[src/stmr_cfg.svh]
`ifndef STMR_CFG_SVH
`define STMR_CFG_SVH
`define STMR_OFF_CNT_LO 8'h00
`define STMR_OFF_CNT_HI 8'h04
`define STMR_OFF_CMPA_LO 8'h08
`define STMR_OFF_CMPA_HI 8'h0c
`define STMR_OFF_CTRL0 8'h10
`define STMR_OFF_CTRL1 8'h14
`define STMR_OFF_FLAGS 8'h18
`define STMR_CTRL0_ON 3
`define STMR_CTRL1_CCLR 0
`define STMR_CTRL1_DPX 1
`define STMR_CTRL1_POL 2
`define STMR_CTRL1_OC 3
`define STMR_CTRL1_IO_LSB 4
`define STMR_CTRL1_MODE_LSB 6
`define STMR_RST_BYTE 8'h00
`define STMR_RESP_OKAY 2'b00
`define STMR_RESP_SLVERR 2'b10
`endif

[src/stmr_pkg.sv]
package stmr_pkg;
   typedef enum logic [1:0]
   {
      STMR_MODE_CMP = 2'b00,
      STMR_MODE_CAP = 2'b01,
      STMR_MODE_PWM = 2'b10,
      STMR_MODE_TMR = 2'b11
   } stmr_mode_t;
endpackage

[src/stmr_timer.sv]
`timescale 1ns/1ps
`include "stmr_cfg.svh"
// How it works
// - Counter bits 7..0 read back as a read-only byte, reset zero.
// - Counter bits 9..8 in high byte bits 1..0, rest reads zero.
// - Compare-A low eight bits held in a read/write byte, reset zero.
// - Compare-A bits 9..8 in high byte bits 1..0, upper bits zero.
// - Mode field 00 selects compare match output mode.
// - Clear source low: clear on period match or overflow; both flags raise.
// - Clear source high: clear on compare-A match; only A flag raises.
// - Compare mode pin changes only on compare-A match flag.
// - Pin action sets high, low or toggles on match; zero does nothing.
// - Counter-on rising edge loads pin with the initial level bit.
// - Mode 11 behaves as compare mode but leaves pin unused.
// - PWM mode ignores clear-source select; period comparator clears counter.
// - Swap bit chooses which comparator sets period and which duty.
// - Swap low: period is 128 ticks times code, code zero gives 1024.
// - Swap high: period from compare-A, duty 128 times code, zero 1024.
// - Duty equal or above period gives continuously active output.
// - PWM mode raises each flag on its own comparator match.
// - PWM pin actions 00, 01 force inactive or active; counter runs.
// - Initial level picks PWM active level; invert bit flips the pin.
// - Period value compares against top three bits of count plus one; lower seven bits must be zero.
// - Counter clears on counter-on rising edge, holds when turned off.
module stmr_timer #(
   parameter int CNT_W = 10
)
(
   input wire logic clk_sys,
   input wire logic rst_n,
   input wire logic clk_en,
   input wire logic tick,
   input wire logic [7:0] s_axi_awaddr,
   input wire logic s_axi_awvalid,
   output logic s_axi_awready,
   input wire logic [31:0] s_axi_wdata,
   input wire logic [3:0] s_axi_wstrb,
   input wire logic s_axi_wvalid,
   output logic s_axi_wready,
   output logic [1:0] s_axi_bresp,
   output logic s_axi_bvalid,
   input wire logic s_axi_bready,
   input wire logic [7:0] s_axi_araddr,
   input wire logic s_axi_arvalid,
   output logic s_axi_arready,
   output logic [31:0] s_axi_rdata,
   output logic [1:0] s_axi_rresp,
   output logic s_axi_rvalid,
   input wire logic s_axi_rready,
   output logic pin_out,
   output logic pin_oe
);
   // Elaboration refuses widths the fixed byte map cannot serve
   if (CNT_W != 10)
   begin : g_cnt_w_check
      $error("stmr_timer supports only a 10-bit counter");
   end

   logic [9:0] cnt_reg;
   logic [9:0] cmpa_reg;
   logic [7:0] ctrl0_reg;
   logic [7:0] ctrl1_reg;
   logic flag_a_reg;
   logic flag_p_reg;
   logic on_d_reg;
   logic pin_reg;
   logic aw_hold_reg;
   logic w_hold_reg;
   logic [7:0] aw_addr_reg;
   logic [31:0] w_data_reg;
   logic [3:0] w_strb_reg;

   logic on_bit;
   logic on_rise;
   logic [2:0] per_val;
   logic [1:0] io_sel;
   stmr_pkg::stmr_mode_t mode;
   logic match_a;
   logic match_p;
   logic overflow;
   logic clr_cnt;
   logic set_a;
   logic set_p;
   logic wr_go;
   logic clr_flag_a;
   logic clr_flag_p;
   logic pwm_act;
   logic [9:0] duty_lim;
   logic [10:0] per_len;
   logic [9:0] cnt_inc;

   assign on_bit = ctrl0_reg[`STMR_CTRL0_ON];
   assign on_rise = on_bit & ~on_d_reg;
   assign per_val = ctrl0_reg[2:0];
   assign io_sel = ctrl1_reg[`STMR_CTRL1_IO_LSB +: 2];
   assign mode = stmr_pkg::stmr_mode_t'(ctrl1_reg[`STMR_CTRL1_MODE_LSB +: 2]);
   assign overflow = (cnt_reg == 10'h3ff);
   // Match on the count being reached, so a clear gives an exact period
   assign cnt_inc = cnt_reg + 10'h001;
   assign match_a = (cnt_inc == cmpa_reg);
   assign match_p = (per_val != 3'h0) && (cnt_inc[9:7] == per_val) && (cnt_inc[6:0] == 7'h00);

   always_comb
   begin
      clr_cnt = 1'b0;
      set_a = 1'b0;
      set_p = 1'b0;
      if (on_bit && tick)
      begin
         unique case (mode)
            stmr_pkg::STMR_MODE_PWM:
            begin
               if (ctrl1_reg[`STMR_CTRL1_DPX])
                  clr_cnt = match_a;
               else
                  clr_cnt = match_p | (per_val == 3'h0 && overflow);
               set_a = match_a;
               set_p = match_p;
            end
            stmr_pkg::STMR_MODE_CAP:
            begin
               clr_cnt = 1'b0;
            end
            default:
            begin
               if (ctrl1_reg[`STMR_CTRL1_CCLR])
               begin
                  clr_cnt = match_a;
                  set_a = match_a;
               end
               else
               begin
                  clr_cnt = match_p | (per_val == 3'h0 && overflow);
                  set_a = match_a;
                  set_p = match_p;
               end
            end
         endcase
      end
   end

   // Counter runs in period lengths; duty is compared against the count
   always_comb
   begin
      per_len = (per_val == 3'h0) ? 11'h400 : {1'b0, per_val, 7'h00};
      duty_lim = cmpa_reg;
      pwm_act = 1'b0;
      if (ctrl1_reg[`STMR_CTRL1_DPX])
      begin
         if (per_len >= {1'b0, cmpa_reg})
            pwm_act = 1'b1;
         else
            pwm_act = ({1'b0, cnt_reg} < per_len);
      end
      else
      begin
         if ({1'b0, duty_lim} >= per_len)
            pwm_act = 1'b1;
         else
            pwm_act = (cnt_reg < duty_lim);
      end
   end

   always_ff @(posedge clk_sys or negedge rst_n)
   begin
      if (!rst_n)
         cnt_reg <= 10'h000;
      else if (clk_en)
      begin
         if (on_rise)
            cnt_reg <= 10'h000;
         else if (on_bit && tick)
            cnt_reg <= clr_cnt ? 10'h000 : cnt_reg + 10'h001;
      end
   end

   always_ff @(posedge clk_sys or negedge rst_n)
   begin
      if (!rst_n)
         on_d_reg <= 1'b0;
      else if (clk_en)
         on_d_reg <= on_bit;
   end

   // Set beats clear so a match in the clearing cycle survives
   always_ff @(posedge clk_sys or negedge rst_n)
   begin
      if (!rst_n)
      begin
         flag_a_reg <= 1'b0;
         flag_p_reg <= 1'b0;
      end
      else if (clk_en)
      begin
         flag_a_reg <= set_a | (flag_a_reg & ~clr_flag_a);
         flag_p_reg <= set_p | (flag_p_reg & ~clr_flag_p);
      end
   end

   always_ff @(posedge clk_sys or negedge rst_n)
   begin
      if (!rst_n)
         pin_reg <= 1'b0;
      else if (clk_en)
      begin
         if (on_rise)
            pin_reg <= ctrl1_reg[`STMR_CTRL1_OC];
         else if (mode == stmr_pkg::STMR_MODE_CMP && set_a)
         begin
            unique case (io_sel)
               2'b00: pin_reg <= pin_reg;
               2'b01: pin_reg <= 1'b0;
               2'b10: pin_reg <= 1'b1;
               2'b11: pin_reg <= ~pin_reg;
            endcase
         end
      end
   end

   // Output pin; invert applies to every driven mode
   always_ff @(posedge clk_sys or negedge rst_n)
   begin
      if (!rst_n)
      begin
         pin_out <= 1'b0;
         pin_oe <= 1'b0;
      end
      else if (clk_en)
      begin
         unique case (mode)
            stmr_pkg::STMR_MODE_PWM:
            begin
               pin_oe <= 1'b1;
               unique case (io_sel)
                  2'b00: pin_out <= ~ctrl1_reg[`STMR_CTRL1_OC] ^ ctrl1_reg[`STMR_CTRL1_POL];
                  2'b01: pin_out <= ctrl1_reg[`STMR_CTRL1_OC] ^ ctrl1_reg[`STMR_CTRL1_POL];
                  default: pin_out <= ~(pwm_act ^ ctrl1_reg[`STMR_CTRL1_OC])
                                      ^ ctrl1_reg[`STMR_CTRL1_POL];
               endcase
            end
            stmr_pkg::STMR_MODE_CMP:
            begin
               pin_oe <= 1'b1;
               pin_out <= pin_reg ^ ctrl1_reg[`STMR_CTRL1_POL];
            end
            default:
            begin
               pin_oe <= 1'b0;
               pin_out <= 1'b0;
            end
         endcase
      end
   end

   // AXI4-Lite write: address and data caught independently
   assign wr_go = aw_hold_reg && w_hold_reg && !s_axi_bvalid;
   assign clr_flag_a = wr_go && aw_addr_reg == `STMR_OFF_FLAGS && w_strb_reg[0] && w_data_reg[0];
   assign clr_flag_p = wr_go && aw_addr_reg == `STMR_OFF_FLAGS && w_strb_reg[0] && w_data_reg[1];

   always_ff @(posedge clk_sys or negedge rst_n)
   begin
      if (!rst_n)
      begin
         aw_hold_reg <= 1'b0;
         w_hold_reg <= 1'b0;
         aw_addr_reg <= 8'h00;
         w_data_reg <= 32'h0000_0000;
         w_strb_reg <= 4'h0;
         s_axi_awready <= 1'b0;
         s_axi_wready <= 1'b0;
         s_axi_bvalid <= 1'b0;
         s_axi_bresp <= `STMR_RESP_OKAY;
      end
      else if (clk_en)
      begin
         s_axi_awready <= !aw_hold_reg && !s_axi_awready;
         s_axi_wready <= !w_hold_reg && !s_axi_wready;
         if (s_axi_awvalid && s_axi_awready)
         begin
            aw_hold_reg <= 1'b1;
            aw_addr_reg <= {s_axi_awaddr[7:2], 2'b00};
            s_axi_awready <= 1'b0;
         end
         if (s_axi_wvalid && s_axi_wready)
         begin
            w_hold_reg <= 1'b1;
            w_data_reg <= s_axi_wdata;
            w_strb_reg <= s_axi_wstrb;
            s_axi_wready <= 1'b0;
         end
         if (wr_go)
         begin
            aw_hold_reg <= 1'b0;
            w_hold_reg <= 1'b0;
            s_axi_bvalid <= 1'b1;
            s_axi_bresp <= (aw_addr_reg > `STMR_OFF_FLAGS) ? `STMR_RESP_SLVERR : `STMR_RESP_OKAY;
         end
         else if (s_axi_bvalid && s_axi_bready)
            s_axi_bvalid <= 1'b0;
      end
   end

   // Control writes; counter bytes are read-only and ignore writes
   always_ff @(posedge clk_sys or negedge rst_n)
   begin
      if (!rst_n)
      begin
         cmpa_reg <= 10'h000;
         ctrl0_reg <= `STMR_RST_BYTE;
         ctrl1_reg <= `STMR_RST_BYTE;
      end
      else if (clk_en && wr_go && w_strb_reg[0])
      begin
         unique case (aw_addr_reg)
            `STMR_OFF_CMPA_LO: cmpa_reg[7:0] <= w_data_reg[7:0];
            `STMR_OFF_CMPA_HI: cmpa_reg[9:8] <= w_data_reg[1:0];
            `STMR_OFF_CTRL0: ctrl0_reg <= w_data_reg[7:0];
            `STMR_OFF_CTRL1: ctrl1_reg <= w_data_reg[7:0];
            default: ;
         endcase
      end
   end

   // AXI4-Lite read, one word per address
   always_ff @(posedge clk_sys or negedge rst_n)
   begin
      if (!rst_n)
      begin
         s_axi_arready <= 1'b0;
         s_axi_rvalid <= 1'b0;
         s_axi_rdata <= 32'h0000_0000;
         s_axi_rresp <= `STMR_RESP_OKAY;
      end
      else if (clk_en)
      begin
         s_axi_arready <= !s_axi_rvalid && !s_axi_arready;
         if (s_axi_arvalid && s_axi_arready)
         begin
            s_axi_arready <= 1'b0;
            s_axi_rvalid <= 1'b1;
            s_axi_rresp <= `STMR_RESP_OKAY;
            unique case ({s_axi_araddr[7:2], 2'b00})
               `STMR_OFF_CNT_LO: s_axi_rdata <= {24'h000000, cnt_reg[7:0]};
               `STMR_OFF_CNT_HI: s_axi_rdata <= {30'h0, cnt_reg[9:8]};
               `STMR_OFF_CMPA_LO: s_axi_rdata <= {24'h000000, cmpa_reg[7:0]};
               `STMR_OFF_CMPA_HI: s_axi_rdata <= {30'h0, cmpa_reg[9:8]};
               `STMR_OFF_CTRL0: s_axi_rdata <= {24'h000000, ctrl0_reg};
               `STMR_OFF_CTRL1: s_axi_rdata <= {24'h000000, ctrl1_reg};
               `STMR_OFF_FLAGS: s_axi_rdata <= {30'h0, flag_p_reg, flag_a_reg};
               default:
               begin
                  s_axi_rdata <= 32'h0000_0000;
                  s_axi_rresp <= `STMR_RESP_SLVERR;
               end
            endcase
         end
         else if (s_axi_rvalid && s_axi_rready)
            s_axi_rvalid <= 1'b0;
      end
   end

   a_cnt_on_clear: assert property (@(posedge clk_sys) disable iff (!rst_n)
      (clk_en && on_rise) |=> (cnt_reg == 10'h000))
      else $error("counter not cleared on enable");
   a_pin_init: assert property (@(posedge clk_sys) disable iff (!rst_n)
      (clk_en && on_rise) |=> (pin_reg == $past(ctrl1_reg[`STMR_CTRL1_OC])))
      else $error("pin not loaded with initial level");
   a_cclr_no_pflag: assert property (@(posedge clk_sys) disable iff (!rst_n)
      (mode != stmr_pkg::STMR_MODE_PWM && ctrl1_reg[`STMR_CTRL1_CCLR]) |-> !set_p)
      else $error("period flag raised with clear source high");
   a_pin_only_a: assert property (@(posedge clk_sys) disable iff (!rst_n)
      (clk_en && !on_rise && !set_a) |=> $stable(pin_reg))
      else $error("pin moved without compare-A match");
   a_pmatch_clear: assert property (@(posedge clk_sys) disable iff (!rst_n)
      (clk_en && !on_rise && set_p && mode == stmr_pkg::STMR_MODE_CMP) |=> cnt_reg == 10'h000)
      else $error("period match did not clear counter");
   a_tmr_no_pin: assert property (@(posedge clk_sys) disable iff (!rst_n)
      (clk_en && mode == stmr_pkg::STMR_MODE_TMR) |=> !pin_oe)
      else $error("pin driven in timer mode");
   a_rd_cnt_lo: assert property (@(posedge clk_sys) disable iff (!rst_n)
      (clk_en && s_axi_arvalid && s_axi_arready && s_axi_araddr == `STMR_OFF_CNT_LO)
      |=> s_axi_rdata == {24'h000000, $past(cnt_reg[7:0])})
      else $error("counter low byte readback wrong");
   a_pwm_flag: assert property (@(posedge clk_sys) disable iff (!rst_n)
      (clk_en && set_a) |=> flag_a_reg)
      else $error("compare-A flag not set");
endmodule

[config.mk]
export PLATFORM = sky130hd
export DESIGN_NAME = stmr_timer
export DESIGN_NICKNAME = d
export VERILOG_FILES = /design/src/stmr_pkg.sv /design/src/stmr_timer.sv
export VERILOG_INCLUDE_DIRS = /design/src /design/src/src
export SDC_FILE = /design/constraint.sdc
export NUM_CORES = 1
export LEC_CHECK = 0
export BUFFER_PORTS_ARGS = -buffer_cell sky130_fd_sc_hd__clkbuf_2
export CORE_MARGIN = 4
export CORE_UTILIZATION = 47
export DETAILED_ROUTE_END_ITERATION = 7
export PLACE_DENSITY = 0.71
export RECOVER_POWER = 50
export SYNTH_ARGS = -nofsm -noshare
export SYNTH_HDL_FRONTEND = slang
export SYNTH_SLANG_ARGS = --single-unit
[constraint.sdc]
create_clock -name clk_sys -period 6.8 [get_ports clk_sys]
set_input_delay 0 -clock clk_sys [delete_from_list [all_inputs] [get_ports clk_sys]]
set_output_delay 0 -clock clk_sys [all_outputs]
set_load 0.05 [all_outputs]
==> results.sh, run 1 <==
export IMPL_drv_cap=1
export IMPL_synth_async_sr_flop_share_pct=100
export IMPL_timing_setup_tns_ps=0
export IMPL_yosysSeqAreaShare_pct=41.6
export IMPL_crit_path_cell_trace="dlygate4sd3_1 > clkbuf_1"
export IMPL_syn_inst=448
export IMPL_grt_pass1_wl_um=17500
export IMPL_synth_area_um2=4460
export IMPL_gp_congestion=0.905
export IMPL_synthFlopType="dfrtp_1"
export IMPL_cp_start_kind="primary input"
export IMPL_multiInputGateArea_um2=2310
export IMPL_slew_violations=75
export IMPL_arrival_ps=3350
export IMPL_register_area_um2=1850
export IMPL_post_route_min_period_ps=3800
export IMPL_fin_crit_sh_pct=55.9
export IMPL_rsz0062_at_grt="false"
export IMPL_finalSetupViolCount=0
export IMPL_cts_root_buf="clkbuf_8"
export IMPL_layout_drive_gt1_share_pct=17.2
export IMPL_worstRegToRegCells=9
export IMPL_synth_distinct_cells=60
export IMPL_cts_tree="yes"
export IMPL_dieWidth_um=105
export IMPL_synthTopCellsByArea="dfrtp_1, mux2_2, ha_1"
export IMPL_grt_overflow=0
export IMPL_gr_usage_all_layers_pct=20.1
export IMPL_finalHoldViolations=0
export IMPL_antenna_found_initial=0
export IMPL_dp_slack_ps=3740
export IMPL_ys_seq_elements=74
export IMPL_numCtsBuffers=9
export IMPL_violations="max-capacitance violations, max-slew violations"
export IMPL_ir_drop_uv=197
export IMPL_crit_buf_inv=2
export IMPL_outcome="finished with violations"
export IMPL_max_freq_mhz=263
export IMPL_reg2reg_slack_ps=3720
export IMPL_nFillCells=861
export IMPL_clock_latency_ps=360
export IMPL_crit_required_ps=6350
export IMPL_nets=588
export IMPL_clk_pin_slew_ps=80
export IMPL_grt_pass1_vias=3413
export IMPL_htreeDepth=3
export IMPL_cp_end_kind="async pin"
export IMPL_initial_core_util_pct=48.2
export IMPL_cts_resized_gates=0
export IMPL_insertedDiodeCount=0
export IMPL_power_w=0.00141
export IMPL_max_stage_delay_ps=2770
export IMPL_crit_fanout=74
export IMPL_p_leak_nw=2.30
export IMPL_final_cell_area_um2=5010
export IMPL_skew_ps=12.5
export IMPL_slew_limit_headroom_pct=-164
export IMPL_tightest_slew_ps=3970
export IMPL_synth_top_cell_by_area="dfrtp_1"
export IMPL_cts_buffer_depth=2
export IMPL_port_buffers=46
export IMPL_via_per_inst=5.56
export IMPL_ios=104
export IMPL_num_rows=35
export IMPL_drc_errors=0
export IMPL_slowest_stage="clkbuf_1"
export IMPL_synth_top_area_share_pct=41.6
export IMPL_drt_iter0_drc=251
export IMPL_hpwl_um=7920
export IMPL_yosys_warnings=0
export IMPL_area_growth_pct=12.4
export IMPL_place_area_um2=4670
export IMPL_grt_max_degree=75
export IMPL_whs_path_depth=2
export IMPL_hold_slack_ps=84.0
export IMPL_fin_ws_ps=3000
export IMPL_cts_sinks=74
export IMPL_wl_per_cell_um=16.8
export IMPL_p_per_area_nw_per_um2=282
export IMPL_die_area_um2=11100
export IMPL_dr_total_vias=3561
export IMPL_crit_type="in2async"
export IMPL_coreArea_um2=9240
export IMPL_synth_area_per_cell_um2=9.95
export IMPL_first_pass_iters=7
export IMPL_wl_um=10700
export IMPL_crit_cells=2
export IMPL_die_h_um=105
export IMPL_ant_nets=0
export IMPL_crit_family="buffers and inverters"
export IMPL_hold_class="in2reg"
export IMPL_synth_edf_count=0
-- cells in the mapped netlist (5+ instances only) --
cell       n
nand2b_1   7
xnor2_1   10
a21oi_1   16
mux2i_1    6
o21ai_0   26
nand2_1   55
clkbuf_1   9
buf_2      5
mux2_2    35
inv_1     27
nand4_1    7
nand3_1   10
ha_1      20
a31oi_1    5
nor3_1     8
nor2_1    19
a222oi_1   7
a22o_1    10
dfrtp_1   74
or3_1      5
buf_4     27
-- metrics by stage --
step | utilization (%) | cells
4_1_cts | 54.4 | 641
3_3_place_gp | 50.5 | 606
2_1_floorplan | - | 473
5_1_grt | 54.2 | 641
6_report | 54.2 | 641
3_5_place_dp | 50.5 | 606
-- kinds of logic (layout without fill, tap and decap cells) --
kind of cell,count (synthesis),count (layout),share of synthesized area [%]
AND/OR/NAND/NOR,133,133,15.0
other,1,26,0.0842
adder cells (fa/ha/maj),20,20,5.62
buffers and inverters,71,110,8.73
XOR/XNOR,17,17,4.61
AO/OA/AOI/OAI,90,90,13.7
flip-flops,74,74,41.6
multiplexers,42,42,10.7
-- repair_timing --
action	in CTS	in global routing
hold buffers	19	0
hold endpoints to repair	92	0
buffers inserted	0	0
-- layout by cell type, fill, tap and decap left out, types with 3 or more instances in the layout --
master | netlist | routed
a222oi_1 | 7 | 7
xnor3_1 | 3 | 3
nand2_1 | 55 | 55
dfrtp_1 | 74 | 74
nand4_1 | 7 | 7
ha_1 | 20 | 20
nand2b_1 | 7 | 7
or3_1 | 5 | 5
a21oi_1 | 16 | 16
a31oi_1 | 5 | 5
xor2_1 | 3 | 3
a21o_1 | 3 | 3
a21boi_0 | 3 | 3
conb_1 | 1 | 26
nand3_1 | 10 | 10
xnor2_1 | 10 | 10
mux2_2 | 35 | 35
mux2i_1 | 6 | 6
nor4_1 | 3 | 3
clkbuf_2 | 0 | 28
clkbuf_8 | 0 | 9
nor3_1 | 8 | 8
nor2_1 | 19 | 19
a22o_1 | 10 | 10
inv_1 | 27 | 27
o211ai_1 | 3 | 3
o21ai_0 | 26 | 26
dlygate4sd3_1 | 0 | 19
nor2b_1 | 3 | 3
clkbuf_1 | 9 | 19
-- worst paths after layout --
path                                   start           end
worst max-delay path                   rst_n      on_d_reg
worst min-delay path                  clk_en  s_axi_wready
worst max register to register    cnt_reg[0]       pin_reg
worst min register to register  s_axi_bvalid  s_axi_bvalid
max in group clk_sys              cnt_reg[0]       pin_reg
min in group asynchronous              rst_n    cnt_reg[9]
-- power breakdown --
group	internal (W)	total, W	switching [W]
registers	0.000548	0.000680	0.000131
clock network	0.000133	0.000306	0.000173
logic	0.000168	0.000426	0.000258
total	0.000849	0.00141	0.000562
-- per-layer routing --
layer  up-vias  part of all wire, %  track usage [%]
met5         -                    0                0
li1       1666                    -                -
met3        20                  7.9             4.41
met2       164                   47             33.1
met4         0                  2.2             6.84
met1      1711                   43             26.1
-- cell type report --
cell class	instances	share of cell area (%)
clock buffers	10	2.55
clock inverters	6	0.850
inverters	27	2.02
multi-input cells	328	46.1
flip-flops and latches	74	37.0
well taps	129	3.22
repair buffers	67	8.25
-- worst register-to-register path, stage by stage, from the launching register on --
cell	delay [ps]
dfrtp_1	530
ha_1	410
xor3_1	370
nor3_1	210
o221ai_1	160
a2111o_1	340
or4_4	550
o21ai_2	190
a21oi_1	90
a31oi_1	140
No activity file was read; power rests on OpenSTA's default activity.
==> run 2: changes to the inputs <==
--- a/config.mk
+++ b/config.mk
@@ -6,11 +6,12 @@
 export SDC_FILE = /design/constraint.sdc
 export NUM_CORES = 1
 export LEC_CHECK = 0
+export ABC_AREA = 1
 export BUFFER_PORTS_ARGS = -buffer_cell sky130_fd_sc_hd__clkbuf_2
 export CORE_MARGIN = 4
 export CORE_UTILIZATION = 47
 export DETAILED_ROUTE_END_ITERATION = 7
-export PLACE_DENSITY = 0.71
+export PLACE_DENSITY = 0.74
 export RECOVER_POWER = 50
 export SYNTH_ARGS = -nofsm -noshare
 export SYNTH_HDL_FRONTEND = slang
==> constraint.sdc (replaced) <==
create_clock -name clk_sys -period 3.25 [get_ports clk_sys]
set_input_delay 0 -clock clk_sys [delete_from_list [all_inputs] [get_ports clk_sys]]
set_output_delay 0 -clock clk_sys [all_outputs]
set_load 0.05 [all_outputs]
==> results.sh, run 2 <==
export IMPL_outcome="finished with violations"
export IMPL_violations="max-capacitance violations, max-slew violations"
export IMPL_crit_buf_inv=1
export IMPL_gr_usage_all_layers_pct=22.2
export IMPL_crit_family="simple AND/OR/NAND/NOR gates"
export IMPL_htreeDepth=3
export IMPL_swShare_pct=43.4
export IMPL_port_buffers=46
export IMPL_cp_start_kind="flip-flop"
export IMPL_drt_iter0_drc=331
export IMPL_synth_top_area_share_pct=41.2
export IMPL_wl_per_cell_um=14.3
export IMPL_pwr_share_seq_pct=40.5
export IMPL_dieWidth_um=106
export IMPL_grt_pass1_vias=3941
export IMPL_cts_sinks=74
export IMPL_fin_crit_sh_pct=72.6
export IMPL_gp_congestion=0.898
export IMPL_hold_class="in2reg"
export IMPL_drv_cap=1
export IMPL_wl_um=11900
export IMPL_layout_drive_gt1_share_pct=7.97
export IMPL_final_cell_mix="nand2_1, inv_1, dfrtp_1, nor2_1, o21ai_0"
export IMPL_grt_overflow=0
export IMPL_ys_seq_elements=74
export IMPL_syn_inst=628
export IMPL_max_stage_delay_ps=520
export IMPL_max_freq_mhz=424
export IMPL_crit_type="reg2reg"
export IMPL_die_h_um=106
export IMPL_slew_violations=75
export IMPL_grt_max_degree=75
export IMPL_yosys_warnings=0
export IMPL_num_rows=35
export IMPL_crit_fanout=10
export IMPL_drc_errors=0
export IMPL_synth_top_cell_by_area="dfrtp_1"
export IMPL_finalHoldViolations=0
export IMPL_via_per_inst=5.03
export IMPL_clkPwrFrac_pct=23.5
export IMPL_cp_end_kind="flip-flop"
export IMPL_arrival_ps=2610
export IMPL_timing_setup_tns_ps=0
export IMPL_numCtsBuffers=9
export IMPL_power_switching_w=0.00143
export IMPL_first_pass_iters=5
export IMPL_slew_limit_headroom_pct=-21.8
export IMPL_cts_tree="yes"
export IMPL_cts_buffer_depth=2
export IMPL_area_growth_pct=14.6
export IMPL_post_cts_buffers=0
export IMPL_initial_core_util_pct=48.4
export IMPL_synthTopCellsByArea="dfrtp_1, nand2_1, o21ai_0"
export IMPL_ios=104
export IMPL_slowest_stage="dfrtp_1"
export IMPL_synthMostInstantiatedCell="nand2_1"
export IMPL_nets=779
export IMPL_crit_path_cell_trace="ha_1 > nand3_2 > inv_2 > nand3_1 > nand3_1 > nand3_1 > nor2_1 > nand3_1 > nand2_1 > nand2_1 > nor2_2 > nand2_4 > nand2_1 > nand2_1"
export IMPL_synth_async_sr_flop_share_pct=100
export IMPL_synth_area_per_cell_um2=7.15
export IMPL_combPwrFrac_pct=36.0
export IMPL_insertedDiodeCount=0
export IMPL_coreArea_um2=9280
export IMPL_skew_ps=9.93
export IMPL_ant_nets=0
export IMPL_cts_root_buf="clkbuf_8"
export IMPL_crit_required_ps=3500
export IMPL_internal_power_w=0.00186
export IMPL_clk_pin_slew_ps=90
export IMPL_ir_drop_uv=365
export IMPL_finalSetupViolCount=0
export IMPL_synth_edf_count=0
export IMPL_die_area_um2=11200
export IMPL_antenna_found_initial=0
export IMPL_p_leak_nw=2.52
export IMPL_post_route_min_period_ps=2360
export IMPL_grt_pass1_wl_um=19500
export IMPL_post_route_util_pct=55.5
export IMPL_synthTopCellsByCount="nand2_1, dfrtp_1, inv_1, nor2_1, o21ai_0"
export IMPL_p_per_area_nw_per_um2=640
export IMPL_synthFlopType="dfrtp_1"
export IMPL_tightest_slew_ps=1830
export IMPL_yosysSeqAreaShare_pct=41.2
export IMPL_synth_area_um2=4490
export IMPL_synth_distinct_cells=30
export IMPL_dr_total_vias=4185
export IMPL_final_common_cell="nand2_1"
export IMPL_hpwl_um=8970
export IMPL_clock_latency_ps=360
export IMPL_rsz0062_at_grt="false"
[run 2: cell count changes after synthesis, sizes merged, moves of 7 or more]
cell	before	now
nand2	55	207
inv	27	75
nor2	20	60
nand3	11	50
mux2	35	0
o21ai	27	58
a22o	10	0
xnor2	10	0
buf	35	26
a222oi	7	0
nand2b	7	0
nand4	7	0
[run 2: repair_timing]
action	CTS	global route
endpoints found under the hold margin	93	0
hold buffers	21	0
endpoints found under the setup margin	0	0
resized for setup	0	0
[run 2: through the flow]
| step | total power (W) | hold WS (ps) | std cells | area, µm² | setup slack (ps) |
|---|---|---|---|---|---|
| after detailed placement | 0.00252 | 201 | 795 | 4760 | 908 |
| final | 0.00329 | 13.1 | 832 | 5150 | 892 |
| after CTS | 0.00332 | 2.29 | 832 | 5180 | 882 |
| after floorplan | 0.00219 | -296 | 653 | 4590 | 1350 |
| after global placement | 0.00248 | 194 | 795 | 4760 | 946 |
| after global routing | 0.00355 | 65.1 | 832 | 5150 | 635 |
[run 2: worst min-delay path, stage by stage]
cell and delay (ps):
clkbuf_2 80, nand3_1 140, nand2_1 70, nand2_1 60
[run 2: cell families (layout without fill, tap and decap cells)]
kind of cell | count (synthesis) | count (layout) | share of synthesized area (%)
XOR/XNOR | 2 | 2 | 0.390
AO/OA/AOI/OAI | 92 | 92 | 11.5
flip-flops | 74 | 74 | 41.2
other | 1 | 26 | 0.0835
buffers and inverters | 111 | 161 | 11.4
adder cells (fa/ha/maj) | 20 | 20 | 5.57
AND/OR/NAND/NOR | 328 | 328 | 29.8
[run 2: path summary, 6_finish.rpt]
check | from | end | slack (ps) | cells after the start
min in group asynchronous | rst_n | cnt_reg[2] | 680 | 2
worst min-delay path | s_axi_awvalid | aw_addr_reg[6] | 10 | 4
worst max-delay path | cnt_reg[1] | cnt_reg[8] | 890 | 14
worst min register to register | s_axi_rdata[1] | s_axi_rdata[1] | 490 | 2
max in group asynchronous | rst_n | cnt_reg[7] | 1500 | 2
worst max register to register | cnt_reg[1] | cnt_reg[8] | 890 | 14
[run 2: layout make-up]
type | instances | area (µm²)
Timing Repair Buffer | 67 | 418
Sequential cell | 74 | 1850
Multi-Input combinational cell | 468 | 2220
Clock buffer | 9 | 124
Tap cell | 129 | 161
Clock inverter | 7 | 82.6
Inverter | 78 | 293
Fill cell | 927 | 4130
[run 2: routing by layer]
metal | up-vias | GRT usage, % | share of wire [%]
li1 | 2107 | - | -
met1 | 1906 | 30.0 | 45
met2 | 155 | 36.2 | 47
met3 | 17 | 3.49 | 6.4
met4 | 0 | 8.05 | 1.8
met5 | - | 0 | 0
[run 2: power groups by stage]
| stage | Clock, W | Combinational, W | Sequential [W] |
|---|---|---|---|
| floorplan | 0 | 0.000756 | 0.00143 |
| global placement | 0 | 0.00114 | 0.00134 |
| detailed placement | 0 | 0.00117 | 0.00135 |
| CTS | 0.000792 | 0.00120 | 0.00133 |
| global route | 0.000823 | 0.00136 | 0.00137 |
| finish | 0.000776 | 0.00118 | 0.00133 |
==> run 3: changes to the inputs <==
==> constraint.sdc (replaced) <==
create_clock -name clk_sys -period 2 [get_ports clk_sys]
set_input_delay 0 -clock clk_sys [delete_from_list [all_inputs] [get_ports clk_sys]]
set_output_delay 0 -clock clk_sys [all_outputs]
set_load 0.05 [all_outputs]
==> results.sh, run 3 (same netlist as run 2, synthesis figures left out) <==
export IMPL_outcome="finished with violations"
export IMPL_violations="negative setup slack"
export IMPL_gp_congestion=0.975
export IMPL_finalSetupViolCount=11
export IMPL_grt_overflow=0
export IMPL_max_freq_mhz=466
export IMPL_first_pass_iters=5
export IMPL_gr_usage_all_layers_pct=23.4
export IMPL_drc_errors=0
export IMPL_layout_drive_gt1_share_pct=21.9
export IMPL_reg2reg_slack_ps=-150
export IMPL_num_rows=35
export IMPL_arrival_ps=2390
export IMPL_cts_sinks=74
export IMPL_die_h_um=106
export IMPL_grt_pass1_wl_um=20700
export IMPL_drt_iter0_drc=330
export IMPL_clock_latency_ps=370
export IMPL_cts_buffer_depth=2
export IMPL_grt_max_degree=44
export IMPL_htreeDepth=3
export IMPL_crit_type="reg2reg"
export IMPL_ant_nets=0
export IMPL_ios=104
export IMPL_holdCritStartpoint="s_axi_awvalid"
export IMPL_coreArea_um2=9280
export IMPL_worstRegToRegCells=16
export IMPL_numCtsBuffers=9
export IMPL_ir_drop_uv=622
export IMPL_worstSetupStartpoint="cnt_reg[2]"
export IMPL_reg2reg_to="cnt_reg[3]"
export IMPL_fin_crit_sh_pct=107
export IMPL_drv_cap=0
export IMPL_crit_path_end="cnt_reg[3]"
export IMPL_dieWidth_um=106
export IMPL_place_inst=837
export IMPL_wl_um=12800
export IMPL_cts_root_buf="clkbuf_8"
export IMPL_final_common_cell="nand2_1"
export IMPL_slew_violations=0
export IMPL_skew_ps=14.5
export IMPL_final_cell_mix="nand2_1, inv_1, dfrtp_1, o21ai_0, nor2_1"
export IMPL_hpwl_um=9530
export IMPL_cts_tree="yes"
export IMPL_final_cells=878
export IMPL_nets=825
export IMPL_crit_fanout=5
export IMPL_slew_limit_headroom_pct=38.6
export IMPL_die_area_um2=11200
export IMPL_insertedDiodeCount=0
export IMPL_grt_pass1_vias=4230
export IMPL_area_growth_pct=27.6
export IMPL_via_per_inst=5.09
export IMPL_hold_class="in2reg"
export IMPL_cp_start_kind="flip-flop"
export IMPL_finalHoldViolations=0
export IMPL_rsz0062_at_grt="true"
export IMPL_initial_core_util_pct=48.4
export IMPL_wl_per_cell_um=14.6
export IMPL_tightest_slew_ps=921
export IMPL_dr_total_vias=4470
export IMPL_timing_setup_tns_ps=-1200
export IMPL_antenna_found_initial=0
export IMPL_p_leak_nw=2.84
export IMPL_cp_end_kind="flip-flop"
export IMPL_p_per_area_nw_per_um2=986
export IMPL_post_route_min_period_ps=2150
export IMPL_crit_required_ps=2250
export IMPL_r2r_start="cnt_reg[2]"
export IMPL_port_buffers=46
export IMPL_clk_pin_slew_ps=100
export IMPL_fin_ws_ps=-146
-- run 3: cell types whose count changed in the layout (fill, tap and decap cells not counted), sizes merged --
cell,delta
buf,+45
nand2,+1
-- run 3: routing by layer --
layer	vias to the layer above	track usage [%]	part of all wire (%)
li1	2198	-	-
met5	-	0	0
met1	2056	31.0	43
met3	22	4.16	7.2
met4	0	7.49	2.0
met2	194	38.8	48
-- run 3: layout make-up --
| class | instances | area [µm²] |
|---|---|---|
| Inverter | 78 | 295 |
| Sequential cell | 74 | 1850 |
| Timing Repair Buffer | 112 | 787 |
| Clock buffer | 9 | 124 |
| Multi-Input combinational cell | 469 | 2430 |
| Clock inverter | 7 | 82.6 |
| Tap cell | 129 | 161 |
| Fill cell | 827 | 3550 |
-- run 3: stage by stage --
step	instance area [µm²]	utilization [%]	hold slack (ps)	total power (W)	setup slack, ps
floorplan	4590	-	-296	0.00356	104
global placement	5090	54.8	-30.1	0.00413	-86.5
detailed placement	5090	54.8	-20.3	0.00420	-155
CTS	5620	60.6	5.01	0.00558	-103
global route	5730	61.7	19.5	0.00604	-274
finish	5730	61.7	10.7	0.00565	-146
-- run 3: report_power, final --
| part | switching (W) | internal (W) |
|---|---|---|
| Clock | 0.000665 | 0.000598 |
| Combinational | 0.00152 | 0.000737 |
| Sequential | 0.000277 | 0.00186 |
| Total | 0.00246 | 0.00319 |
-- run 3: worst min path at each step --
stage	cells past startpoint	slack, ps	end
finish	4	10	aw_addr_reg[6]
global route	4	20	aw_addr_reg[6]
CTS	4	5	aw_addr_reg[6]
detailed placement	1	-20	w_data_reg[4]
global placement	1	-30	w_data_reg[0]
floorplan	0	-300	aw_addr_reg[2]
-- run 3: worst max-delay path: stages, from the launching register on --
cell and delay (ps):
dfrtp_2 480, buf_4 170, inv_1 60, nand2_1 70, nand2_2 100, nand2_1 60
inv_1 60, nand2_2 60, nor2_1 100, nand2_1 60, nor2_1 110, nand2_2 90
and3_4 190, nor2_4 180, nand2_4 110, nand2_2 100, nand2_2 50
-- run 3: repair_timing --
item	in CTS	in global routing
endpoints found under the setup margin	13	14
setup buffers	1	2
endpoints found under the hold margin	94	0
pin swaps	13	28
cloned	1	0
gates resized for setup	26	30
hold buffers	21	0
